===== src/common/supply_mode_pkg.sv =====
// supply and mode supervisor shared constants and types
package supply_mode_pkg;
    // clock and timing
    localparam int CLK_PERIOD_NS   = 10;
    localparam int FAIL_DGL_US     = 200;
    localparam int FAIL_DGL_CYCLES = (FAIL_DGL_US * 1000) / CLK_PERIOD_NS;
    localparam int SYNC_STAGES     = 2;

    // channel counts
    localparam int NUM_POWER_OUT = 5;
    localparam int NUM_DIRECT_IN = 4;

    // reported fault flag positions
    localparam int FAULT_W         = 8;
    localparam int FLT_OPEN_LOAD   = 0;
    localparam int FLT_SHORT_BAT   = 1;
    localparam int FLT_SEVERE_GND  = 2;
    localparam int FLT_OVERCURRENT = 3;
    localparam int FLT_OVERTEMP    = 4;
    localparam int FLT_CLOCK_FAIL  = 5;
    localparam int FLT_UNDERVOLT   = 6;
    localparam int FLT_OVERVOLT    = 7;

    // reset values
    localparam logic [FAULT_W-1:0]       FAULT_RST = 8'h00;
    localparam logic [NUM_POWER_OUT-1:0] OUT_OFF   = 5'h00;

    // supply loss indications, high when the supply or ground is lost
    typedef struct packed {
        logic batLost;
        logic logicLost;
        logic gndLost;
    } supply_t;

    // bits of device status register seven
    typedef struct packed {
        logic failInput;
        logic spiFailure;
    } status7_t;

    // spi communication fault pulses
    typedef struct packed {
        logic toggleErr;
        logic timeout;
        logic frameLenErr;
    } spi_fault_t;

    typedef enum logic [1:0] {
        MODE_OFF    = 2'b00,
        MODE_SLEEP  = 2'b01,
        MODE_NORMAL = 2'b10,
        MODE_FAIL   = 2'b11
    } mode_t;
endpackage


===== src/design/level_deglitch.sv =====
// symmetric deglitch filter: output follows input after a steady run
`timescale 1ns/1ps
module level_deglitch #(
    parameter int CYCLES = 20000
) (
    // clock and reset
    input  wire logic ref_clk,
    input  wire logic srst,
    // levels
    input  wire logic levelIn,
    output logic      levelOut
);
    localparam int CNT_W = $clog2(CYCLES + 1);
    localparam logic [CNT_W-1:0] LAST = CNT_W'(CYCLES - 1);

    logic [CNT_W-1:0] run_ff;

    initial begin
        if (CYCLES < 1) $error("level_deglitch: CYCLES must be at least 1");
    end

    // count cycles of disagreement; any return to agreement restarts it
    always_ff @(posedge ref_clk) begin
        if (srst) begin
            run_ff   <= '0;
            levelOut <= 1'b0;
        end else if (levelIn == levelOut) begin
            run_ff <= '0;
        end else if (run_ff == LAST) begin
            run_ff   <= '0;
            levelOut <= levelIn;
        end else begin
            run_ff <= run_ff + 1'b1;
        end
    end
endmodule


===== src/design/level_sync.sv =====
// two flip-flop level synchroniser, one per bit
`timescale 1ns/1ps
module level_sync #(
    parameter int WIDTH = 1
) (
    // clock and reset
    input  wire logic             ref_clk,
    input  wire logic             srst,
    // levels
    input  wire logic [WIDTH-1:0] asyncIn,
    output logic      [WIDTH-1:0] syncOut
);
    logic [WIDTH-1:0] meta_ff;

    initial begin
        if (WIDTH < 1) $error("level_sync: WIDTH must be at least 1");
    end

    // first stage is read only by the second stage
    always_ff @(posedge ref_clk) begin
        if (srst) begin
            meta_ff <= '0;
            syncOut <= '0;
        end else begin
            meta_ff <= asyncIn;
            syncOut <= meta_ff;
        end
    end
endmodule


===== src/design/supply_mode_supervisor.sv =====
// mode, wake report and supply loss supervisor of the switch device
//
// Behaviour
// fully operational only while wake is asserted, otherwise low-quiescent sleep
// while reset/wake input is low, wake-report pin tells wake state
// awake and not woken by reset/wake input: drive wake-report pin high
// sleep or woken by reset/wake input: wake-report pin undriven, used as input
// register readback over spi only while logic supply is present
// both supplies lost: power off, all outputs off, registers and faults cleared
// battery lost, logic present: keep registers and faults, outputs one-five off
// battery lost, logic present: external switch output follows its spi setting
// wake-up during battery loss is not shown on wake-report pin
// logic supply lost, battery present: take spi watchdog timeout path
// ground lost: power outputs one to five switched off
// normal mode: power outputs driven by internal pwm module
// report open load, shorts, overcurrent, overtemp, clock, under and overvoltage
// direct input control only in fail mode, forced by fail-mode pin
// fail-mode input high enters fail mode
// fail mode: each power output follows its direct input; output five has no direct input and stays off
// fail-input status bit in status register seven mirrors fail-mode pin
// fail-mode input deglitched, only a steady level of 200 us acts
// spi toggle error, watchdog timeout or frame length error enters fail mode
// spi failure flag set on error, held in fail, cleared leaving fail; code keeps it set when fail mode gives way to sleep
// supply, fail and wake levels synchronised before changing mode state
`timescale 1ns/1ps
module supply_mode_supervisor
    import supply_mode_pkg::*;
#(
    parameter int FAIL_DGL_CYC = FAIL_DGL_CYCLES
) (
    // clock and reset
    input  wire logic                          ref_clk,
    input  wire logic                          srst,
    // supply monitors and wake condition
    input  wire supply_mode_pkg::supply_t      supplyLoss,
    input  wire logic                          wakeCond,
    // reset/wake input, low level active as a wake source
    input  wire logic                          resetWakeIn,
    input  wire logic                          wakeFromResetWake,
    // shared wake-report pin
    input  wire logic                          wakeReportIn,
    output logic                               wakeReportOut,
    output logic                               wakeReportOe,
    output logic                               wakeReportSample,
    // fail-mode pin and direct inputs
    input  wire logic                          failModeIn,
    input  wire logic [NUM_DIRECT_IN-1:0]      directChannelInputs,
    // pwm module and spi settings
    input  wire logic [NUM_POWER_OUT-1:0]      pwmChannels,
    input  wire logic                          extSwitchSetting,
    input  wire supply_mode_pkg::spi_fault_t   spiFault,
    input  wire logic                          failExitReq,
    // fault detector events and clear
    input  wire logic [FAULT_W-1:0]            faultEvents,
    input  wire logic [FAULT_W-1:0]            faultClear,
    // outputs
    output logic [NUM_POWER_OUT-1:0]           powerOutputs,
    output logic                               extSwitchOut,
    // status
    output supply_mode_pkg::mode_t             mode,
    output logic                               fullyOperational,
    output logic                               spiReadEnable,
    output logic                               wdTimeoutForced,
    output logic                               registerClear,
    output logic [FAULT_W-1:0]                 faultFlags,
    output supply_mode_pkg::status7_t          status7
);
    import supply_mode_pkg::*;

    localparam int SYNC_W = 6;

    initial begin
        if (FAIL_DGL_CYC < 1) $error("supply_mode_supervisor: FAIL_DGL_CYC below one");
        if (NUM_DIRECT_IN > NUM_POWER_OUT) $error("supply_mode_supervisor: too many direct inputs");
    end

    // synchronised copies of the slow levels
    logic [SYNC_W-1:0] syncIn;
    logic [SYNC_W-1:0] syncOut;
    supply_t           supS;
    logic              wakeS;
    logic              failPinS;
    logic              failFilt;

    assign syncIn = {supplyLoss, wakeCond, resetWakeIn, failModeIn};

    // every level that steers the mode passes two flops first
    level_sync #(
        .WIDTH (SYNC_W)
    ) u_sync (
        .ref_clk (ref_clk),
        .srst    (srst),
        .asyncIn (syncIn),
        .syncOut (syncOut)
    );

    logic resetWakeS;
    assign supS       = supply_t'(syncOut[5:3]);
    assign wakeS      = syncOut[2];
    assign resetWakeS = syncOut[1];
    assign failPinS   = syncOut[0];

    // fail pin filtered; a short pulse never reaches the mode logic
    level_deglitch #(
        .CYCLES (FAIL_DGL_CYC)
    ) u_fail_dgl (
        .ref_clk  (ref_clk),
        .srst     (srst),
        .levelIn  (failPinS),
        .levelOut (failFilt)
    );

    // derived supply conditions
    logic powerOffCond;
    logic batOnlyLost;
    logic logicOnlyLost;
    logic spiErr;
    logic failCause;

    assign powerOffCond  = supS.batLost & supS.logicLost;
    assign batOnlyLost   = supS.batLost & ~supS.logicLost;
    assign logicOnlyLost = supS.logicLost & ~supS.batLost;
    assign spiErr        = spiFault.toggleErr | spiFault.timeout | spiFault.frameLenErr;
    // lost logic supply counts as a watchdog timeout
    assign failCause     = failFilt | spiErr | logicOnlyLost;       // see R15

    mode_t mode_ff;
    mode_t nxt_mode;

    // mode selection; power off outranks sleep, sleep outranks fail
    always_comb begin
        nxt_mode = mode_ff;
        if (powerOffCond) begin
            nxt_mode = MODE_OFF;
        end else if (!wakeS) begin
            nxt_mode = MODE_SLEEP;
        end else begin
            case (mode_ff)
                MODE_OFF, MODE_SLEEP: begin
                    nxt_mode = failCause ? MODE_FAIL : MODE_NORMAL;
                end
                MODE_NORMAL: begin
                    if (failCause) begin
                        nxt_mode = MODE_FAIL;                         // see R15
                    end
                end
                MODE_FAIL: begin
                    // leaving fail needs a good frame and no standing cause
                    if (!failCause && failExitReq) begin
                        nxt_mode = MODE_NORMAL;
                    end
                end
                default: nxt_mode = MODE_OFF;
            endcase
        end
    end

    // mode state
    always_ff @(posedge ref_clk) begin
        if (srst) begin
            mode_ff <= MODE_OFF;
        end else begin
            mode_ff <= nxt_mode;
        end
    end

    logic inFail;
    logic inNormal;
    assign inFail   = (mode_ff == MODE_FAIL);
    assign inNormal = (mode_ff == MODE_NORMAL);

    // power output selection per channel, one flop each
    logic [NUM_POWER_OUT-1:0] powerOutputs_ff;
    logic                     outBlock;
    // battery or ground loss removes drive at once, see R7
    assign outBlock = supS.batLost | supS.gndLost;

    genvar ch;
    generate
        for (ch = 0; ch < NUM_POWER_OUT; ch++) begin : g_chan
            logic directBit;
            if (ch < NUM_DIRECT_IN) begin : g_dir
                assign directBit = directChannelInputs[ch];
            end else begin : g_nodir
                // channel without a direct input stays off in fail mode
                assign directBit = 1'b0;
            end
            always_ff @(posedge ref_clk) begin
                if (srst) begin
                    powerOutputs_ff[ch] <= 1'b0;
                end else if (outBlock || powerOffCond) begin
                    powerOutputs_ff[ch] <= 1'b0;                      // see R6 see R7
                end else if (nxt_mode == MODE_FAIL) begin
                    powerOutputs_ff[ch] <= directBit;                 // see R14
                end else if (nxt_mode == MODE_NORMAL) begin
                    powerOutputs_ff[ch] <= pwmChannels[ch];
                end else begin
                    powerOutputs_ff[ch] <= 1'b0;
                end
            end
        end
    endgenerate

    // external switch: normal mode only, kept on a battery loss with logic up
    logic extSwitch_ff;
    always_ff @(posedge ref_clk) begin
        if (srst) begin
            extSwitch_ff <= 1'b0;
        end else if (supS.logicLost || supS.gndLost) begin
            extSwitch_ff <= 1'b0;
        end else if (supS.batLost || nxt_mode == MODE_NORMAL) begin
            extSwitch_ff <= extSwitchSetting;
        end else begin
            extSwitch_ff <= 1'b0;
        end
    end

    // sticky fault flags; a new event beats a clear in the same cycle
    logic [FAULT_W-1:0] faultFlags_ff;
    always_ff @(posedge ref_clk) begin
        if (srst || powerOffCond) begin
            faultFlags_ff <= FAULT_RST;
        end else begin
            faultFlags_ff <= (faultFlags_ff & ~faultClear) | faultEvents; // see R7
        end
    end

    // spi failure flag: set by error, held in fail, dropped on the move from fail to normal
    logic spiFail_ff;
    always_ff @(posedge ref_clk) begin
        if (srst || powerOffCond) begin
            spiFail_ff <= 1'b0;
        end else if (spiErr || logicOnlyLost) begin
            spiFail_ff <= 1'b1;
        end else if (inFail && nxt_mode == MODE_NORMAL) begin
            spiFail_ff <= 1'b0;
        end
    end

    // wake source capture and hiding of wake-ups during battery loss
    logic wakeS_ff;
    logic wokeByReset_ff;
    logic wakeHidden_ff;
    always_ff @(posedge ref_clk) begin
        if (srst) begin
            wakeS_ff       <= 1'b0;
            wokeByReset_ff <= 1'b0;
            wakeHidden_ff  <= 1'b0;
        end else begin
            wakeS_ff <= wakeS;
            if (!wakeS) begin
                wokeByReset_ff <= 1'b0;
                wakeHidden_ff  <= 1'b0;
            end else if (!wakeS_ff) begin
                // the source is decided at the rising edge of wake
                wokeByReset_ff <= wakeFromResetWake;
                wakeHidden_ff  <= supS.batLost;
            end
        end
    end

    // wake-report pin drive; held low resetWake marks the reporting window
    logic wakeReportOe_ff;
    logic wakeReportSample_ff;
    always_ff @(posedge ref_clk) begin
        if (srst) begin
            wakeReportOe_ff     <= 1'b0;
            wakeReportSample_ff <= 1'b0;
        end else begin
            wakeReportOe_ff <= !resetWakeS && wakeS && wakeS_ff && !wokeByReset_ff
                               && !wakeHidden_ff && !supS.batLost;   // see R2 see R3 see R4
            // pin is an input whenever it is not driven
            wakeReportSample_ff <= wakeReportOe_ff ? 1'b0 : wakeReportIn;
        end
    end

    // supply dependent status, registered to keep outputs glitch free
    logic spiReadEn_ff;
    logic wdForced_ff;
    always_ff @(posedge ref_clk) begin
        if (srst) begin
            spiReadEn_ff <= 1'b0;
            wdForced_ff  <= 1'b0;
        end else begin
            spiReadEn_ff <= !supS.logicLost;
            wdForced_ff  <= logicOnlyLost;
        end
    end

    // status register seven mirrors the filtered fail pin level and the spi failure flag
    status7_t status7_ff;
    always_ff @(posedge ref_clk) begin
        if (srst) begin
            status7_ff <= '0;
        end else begin
            status7_ff.failInput  <= failFilt;
            status7_ff.spiFailure <= spiFail_ff;
        end
    end

    // port assignments
    assign powerOutputs     = powerOutputs_ff;
    assign extSwitchOut     = extSwitch_ff;
    assign mode             = mode_ff;
    assign fullyOperational = inNormal | inFail;
    assign spiReadEnable    = spiReadEn_ff;
    assign wdTimeoutForced  = wdForced_ff;
    assign registerClear    = (mode_ff == MODE_OFF);
    assign faultFlags       = faultFlags_ff;
    assign status7          = status7_ff;
    assign wakeReportOut    = wakeReportOe_ff;
    assign wakeReportOe     = wakeReportOe_ff;
    assign wakeReportSample = wakeReportSample_ff;
endmodule


===== config.mk =====
export PLATFORM = sky130hd
export DESIGN_NAME = supply_mode_supervisor
export DESIGN_NICKNAME = d
export VERILOG_FILES = /design/src/common/supply_mode_pkg.sv /design/src/design/level_deglitch.sv /design/src/design/level_sync.sv /design/src/design/supply_mode_supervisor.sv
export SDC_FILE = /design/constraint.sdc
export NUM_CORES = 1
export LEC_CHECK = 0
export BUFFER_PORTS_ARGS = -buffer_cell sky130_fd_sc_hd__buf_2
export CORE_ASPECT_RATIO = 0.75
export CORE_MARGIN = 3
export CORE_UTILIZATION = 50
export DETAILED_ROUTE_END_ITERATION = 10
export GPL_ROUTABILITY_DRIVEN = 0
export PLACE_DENSITY_LB_ADDON = 0.15
export SLEW_MARGIN = 15
export SYNTH_ARGS = -nofsm -noshare
export SYNTH_HDL_FRONTEND = slang
export SYNTH_HIERARCHICAL = 1
export SYNTH_SLANG_ARGS = --single-unit

===== constraint.sdc =====
create_clock -name ref_clk -period 1.8 [get_ports ref_clk]
set_input_delay 0.18 -clock ref_clk [delete_from_list [all_inputs] [get_ports ref_clk]]
set_output_delay 0.18 -clock ref_clk [all_outputs]
set_load 0.1 [all_outputs]

== After elaboration in Yosys (flattened, before gate mapping) ==
Index checks and enable logic that the tools add are counted.

* Logic and storage cells: 90
* Register bits after elaboration: 54
* Input bits: 40

* Eq/ne operators: 7
* Reduce and logical (&&, ||, !) cells: 28
* Muxes and demuxes: 16
* Add/subtract/negate cells: 1
* Bitwise operators: 16

{| class="wikitable"
|+ Operators by type and width
! cell !! number
|-
| adder 15 x 1 -> 15 bit (second input constant) || 1
|-
| == test 15 bit (second input constant) || 1
|-
| two-way mux 1 bit || 11
|-
| bitwise AND 8 bit || 1
|-
| == test 2 bit (second input constant) || 4
|-
| two-way mux 2 bit || 4
|-
| NOT 8 bit || 1
|-
| OR 8 bit || 1
|-
| OR reduction 2 bit || 4
|-
| logical AND 1 bit || 7
|-
| logical NOT 1 bit || 6
|-
| OR 1 bit || 6
|-
| case mux 2 bit (3 select lines) || 1
|-
| OR reduction 3 bit || 2
|-
| logical OR 1 bit || 5
|-
| NOT 1 bit || 5
|-
| OR reduction 4 bit || 1
|-
| bitwise AND 1 bit || 2
|-
| == test 2 x 1 -> 1 bit (second input constant) || 1
|-
| logical NOT 2 bit || 1
|-
| AND reduction 2 bit || 1
|-
| nonzero test 2 bit || 1
|-
| == test 1 bit || 1
|}

== Longest topological paths before layout ==
* Depth after elaboration: 14
* Mapped depth: 7
* Gate-level depth less buffers: 5

== Modules after synthesis ==
The synthesis kept the hierarchy.

{| class="wikitable"
|+ By module, submodules not included
! module !! cells an instance !! seq. area each (um2) !! area each (um2) !! times used
|-
| supply_mode_supervisor || 96 || 520.5 || 927.1 || 1
|-
| level_deglitch || 76 || 320.3 || 793.3 || 1
|-
| level_sync || 25 || 240.2 || 366.6 || 1
|}

== Worst setup path after synthesis ==
Ideal clock, no wire load.

* Kind: flip-flop to output port
* Start: register mode_ff[1], in the netlist mode[1]
* End: output port registerClear
* Slack: -0.456 ns
* Cell stages (with the launch flop): 2
* Required time: 1.620 ns
* Data arrival time: 2.076 ns
* Cell sequence: dfxtp_1 nor2_1

* Longest elaborated chain between the ends: 1

{| class="wikitable"
|+ Ends and longest elaborated chain
! element !! RTL line !! source
|-
| from (decl) || supply_mode_supervisor.sv:127 || <nowiki>mode_t mode_ff;</nowiki>
|-
| from (signal assigned) || supply_mode_supervisor.sv:163 || <nowiki>mode_ff <= nxt_mode;</nowiki>
|-
| logical NOT 2 bit || supply_mode_supervisor.sv:308 || <nowiki>assign registerClear = (mode_ff == MODE_OFF);</nowiki>
|-
| to (decl) || supply_mode_supervisor.sv:64 || <nowiki>output logic registerClear,</nowiki>
|}

Every way passes these cells.

== Worst setup path in the final report ==
* Start: register u_fail_dgl.run_ff[0]
* End: register u_fail_dgl.run_ff[3]

* Longest elaborated chain between the ends: 2

{| class="wikitable"
|+ Ends and longest elaborated chain
! element !! RTL line !! source
|-
| from (decl) || level_deglitch.sv:16 || <nowiki>logic [CNT_W-1:0] run_ff;</nowiki>
|-
| from (signal assigned) || level_deglitch.sv:33 || <nowiki>run_ff <= run_ff + 1'b1;</nowiki>
|-
| branches (longest 2 deep; another with adder 15 x 1 -> 15 bit) || n/a ||
|}

Several ways; the timed one is not identified.
A chain may end at the register's enable or synchronous reset.

==> reports/metrics.cfg <==
[outcome]
status=complete, no violations

[final_layout]
drive_gt1_share_pct=39.62
nNetsFinal=301
area_delta_synth_final_pct=20.80
antennaDiodeCount=0
final_cell_area_sq_mm=0.002521

[timing]
setup-tns-final_ps=0
fin_skew_ps=5.589
rsz0062_at_grt=false
final-setup-viol-count=0
post-route-min-period_ps=1569
slew_headroom_pct=62.50
hold_violations=0
drv_slew=0
max_freq_ghz=0.6375
setup_ws_ps=231.3
worst_pin_slew_ps=560.1
period_share_pct=87.15

[synth]
synthTopCellsByArea=dfxtp_1 52%, xor2_1 5.0%, nor4b_4 4.6%
ys_seq_elements=54
ys_seq_area_share_pct=51.80
syn_area_sq_mm=0.002087
synth_flop_cell=dfxtp_1
synth.most_common_cell=dfxtp_1
yosysUniqueCellTypes=38
synthCells=197
ys_async_sr_fraction_pct=0
synth.largest_area_cell=dfxtp_1
synth_edf_count=0
synth_common_cells=54 x dfxtp_1, 25 x nor2_1, 12 x xor2_1
synth_nets=238
post_synth.cell_area_avg_sq_um=10.59
synth_warnings=6
synthDominantCellAreaShare_pct=51.80

[routing]
first_iter_violations=52
vias=1458
routedWlPerCell_microns=11.58
drtAntennaViolNets=0
via_per_inst=4.673
drcViolationCount=0
routed_wl_mm=3.612
dr.pass1.iters=4

[floorplanning]
die_area_sq_mm=0.004993
start_util_pct=54.53
io_pins=65
fp.dieH_microns=61.95
core_sq_mm=0.003827
rows=19
die_w_microns=80.60

[power_and_ir_drop]
peakVddDrop_mv=0.8709
p_leak_uw=0.001131
p_per_area_mw_per_mm2=926.2

[clocking]
clock_sinks=54
cts_made_buffers=5
clockBufferDepth=2
tritoncts=yes
cts.htree.levels=2
ctsHoldBuffers=0
cts-resized-gates=0
post_cts.repair.setup_buffers=0
clkTransAtPathRegs_ps=80
insertion_delay_ps=290
cts_root_buf=clkbuf_8

[worst_setup_path]
critPathCaptureType=register
cp-start-kind=register
worstPathRequired_ps=1980
crit_fanout=13
path_cells=ha_1 > and4_1 > nand4_4 > nand2_4 > nor2_1
path_class=reg -> reg
critPathSlowestCell=dfxtp_1
slowest_delay_ps=410
worstPathArrival_ps=1750

[job]
drv_cap=0

[min_path]
hp-class=in -> reg

[placement]
numPortBuffers=64
hpwl_mm=2.746
preCtsSetupSlack_ps=231.3
postPlaceCellArea_sq_mm=0.002409

[global_routing]
grt_pass1_vias=1304
grt_use_total_pct=15.09
grt_max_degree=16
gr-total-overflow=0
grt_pass1_wl_mm=5.809
grt_antenna_before_repair=0

[cell type report]
type	count	area (sq um)
fillers	327	1306
flip-flops and latches	54	1081
multi-input cells	123	893.4
repair buffers	65	327.8
clock buffers	6	82.58
well taps	52	65.06
inverters	11	41.29
clock inverters	1	30.03
[flip-flops by register name, indices dropped and copies added, names as in the netlist, 2 cells and up]
name	count
faultFlags	8
powerOutputs	5
u_sync/meta_ff	6
u_sync/syncOut	6
status7	2
u_fail_dgl/run_ff	15
mode	2
[cell usage in the layout (no fill, tap or decap), types with 3 or more instances in the layout]
cell and count:
buf_2 64, dfxtp_1 54, nor2_1 24, xor2_1 12, inv_1 11, nand2_1 10
a21oi_1 9, nor2b_2 8, mux2i_1 7, nor2_2 6, clkbuf_8 6, nand3_1 6
nand4_1 5, nor4b_4 4, and3_1 4, nor3_1 3
[logic make-up (layout without fill, tap and decap cells)]
family,after synthesis,after routing,synth area share [%]
muxes,7,7,3.357
buffers and inverters,20,83,5.515
adders and majority gates,1,1,0.5994
xor gates and xnor gates,14,14,5.875
DFF,54,54,51.80
and+or+nand+nor,88,88,28.96
AOI/OAI and AO/OA,13,13,3.897
[path summary, 6_finish.rpt]
check / cells after the start / end / start / slack [ps]
worst max-delay path: 5 / u_fail_dgl/run_ff[3] / u_fail_dgl/run_ff[0] / 230
worst min-delay path: 3 / faultFlags[7] / faultEvents[7] / 90
worst max register to register: 5 / u_fail_dgl/run_ff[3] / u_fail_dgl/run_ff[0] / 230
worst min register to register: 1 / wakeReportOe / u_sync/syncOut[1] / 420
[per-layer routing]
metal | up-vias | routed length [microns] | GRT usage, %
li1 | 772 | - | -
met1 | 647 | 1792 | 21.04
met2 | 37 | 1575 | 23.00
met3 | 2 | 226 | 4.467
met4 | 0 | 18 | 4.337
met5 | - | 0 | 0
[per-stage QoR]
stage / utilization (%) / power, uW / cells / hold WS, ps
floorplan: - / 1505 / 197 / 252.4
global placement: 62.93 / 1573 / 305 / 388.7
detailed placement: 62.93 / 1576 / 305 / 396.0
CTS: 65.87 / 2367 / 312 / 87.98
global route: 65.87 / 2427 / 312 / 95.28
finish: 65.87 / 2335 / 312 / 93.79
[worst max-delay path: cells and delay by family (launching register included)]
kind	cells	cell delay [ps]
simple gates	4	810
flops	1	410
fa+ha+maj	1	240
[power by group]
part           internal [uW]  switching [uW]  total [uW]
Clock                    445             344         789
Sequential              1230            19.1        1250
Combinational           77.4             220         297
Total                   1750             583        2340
Power figures use the tool's default switching activity.
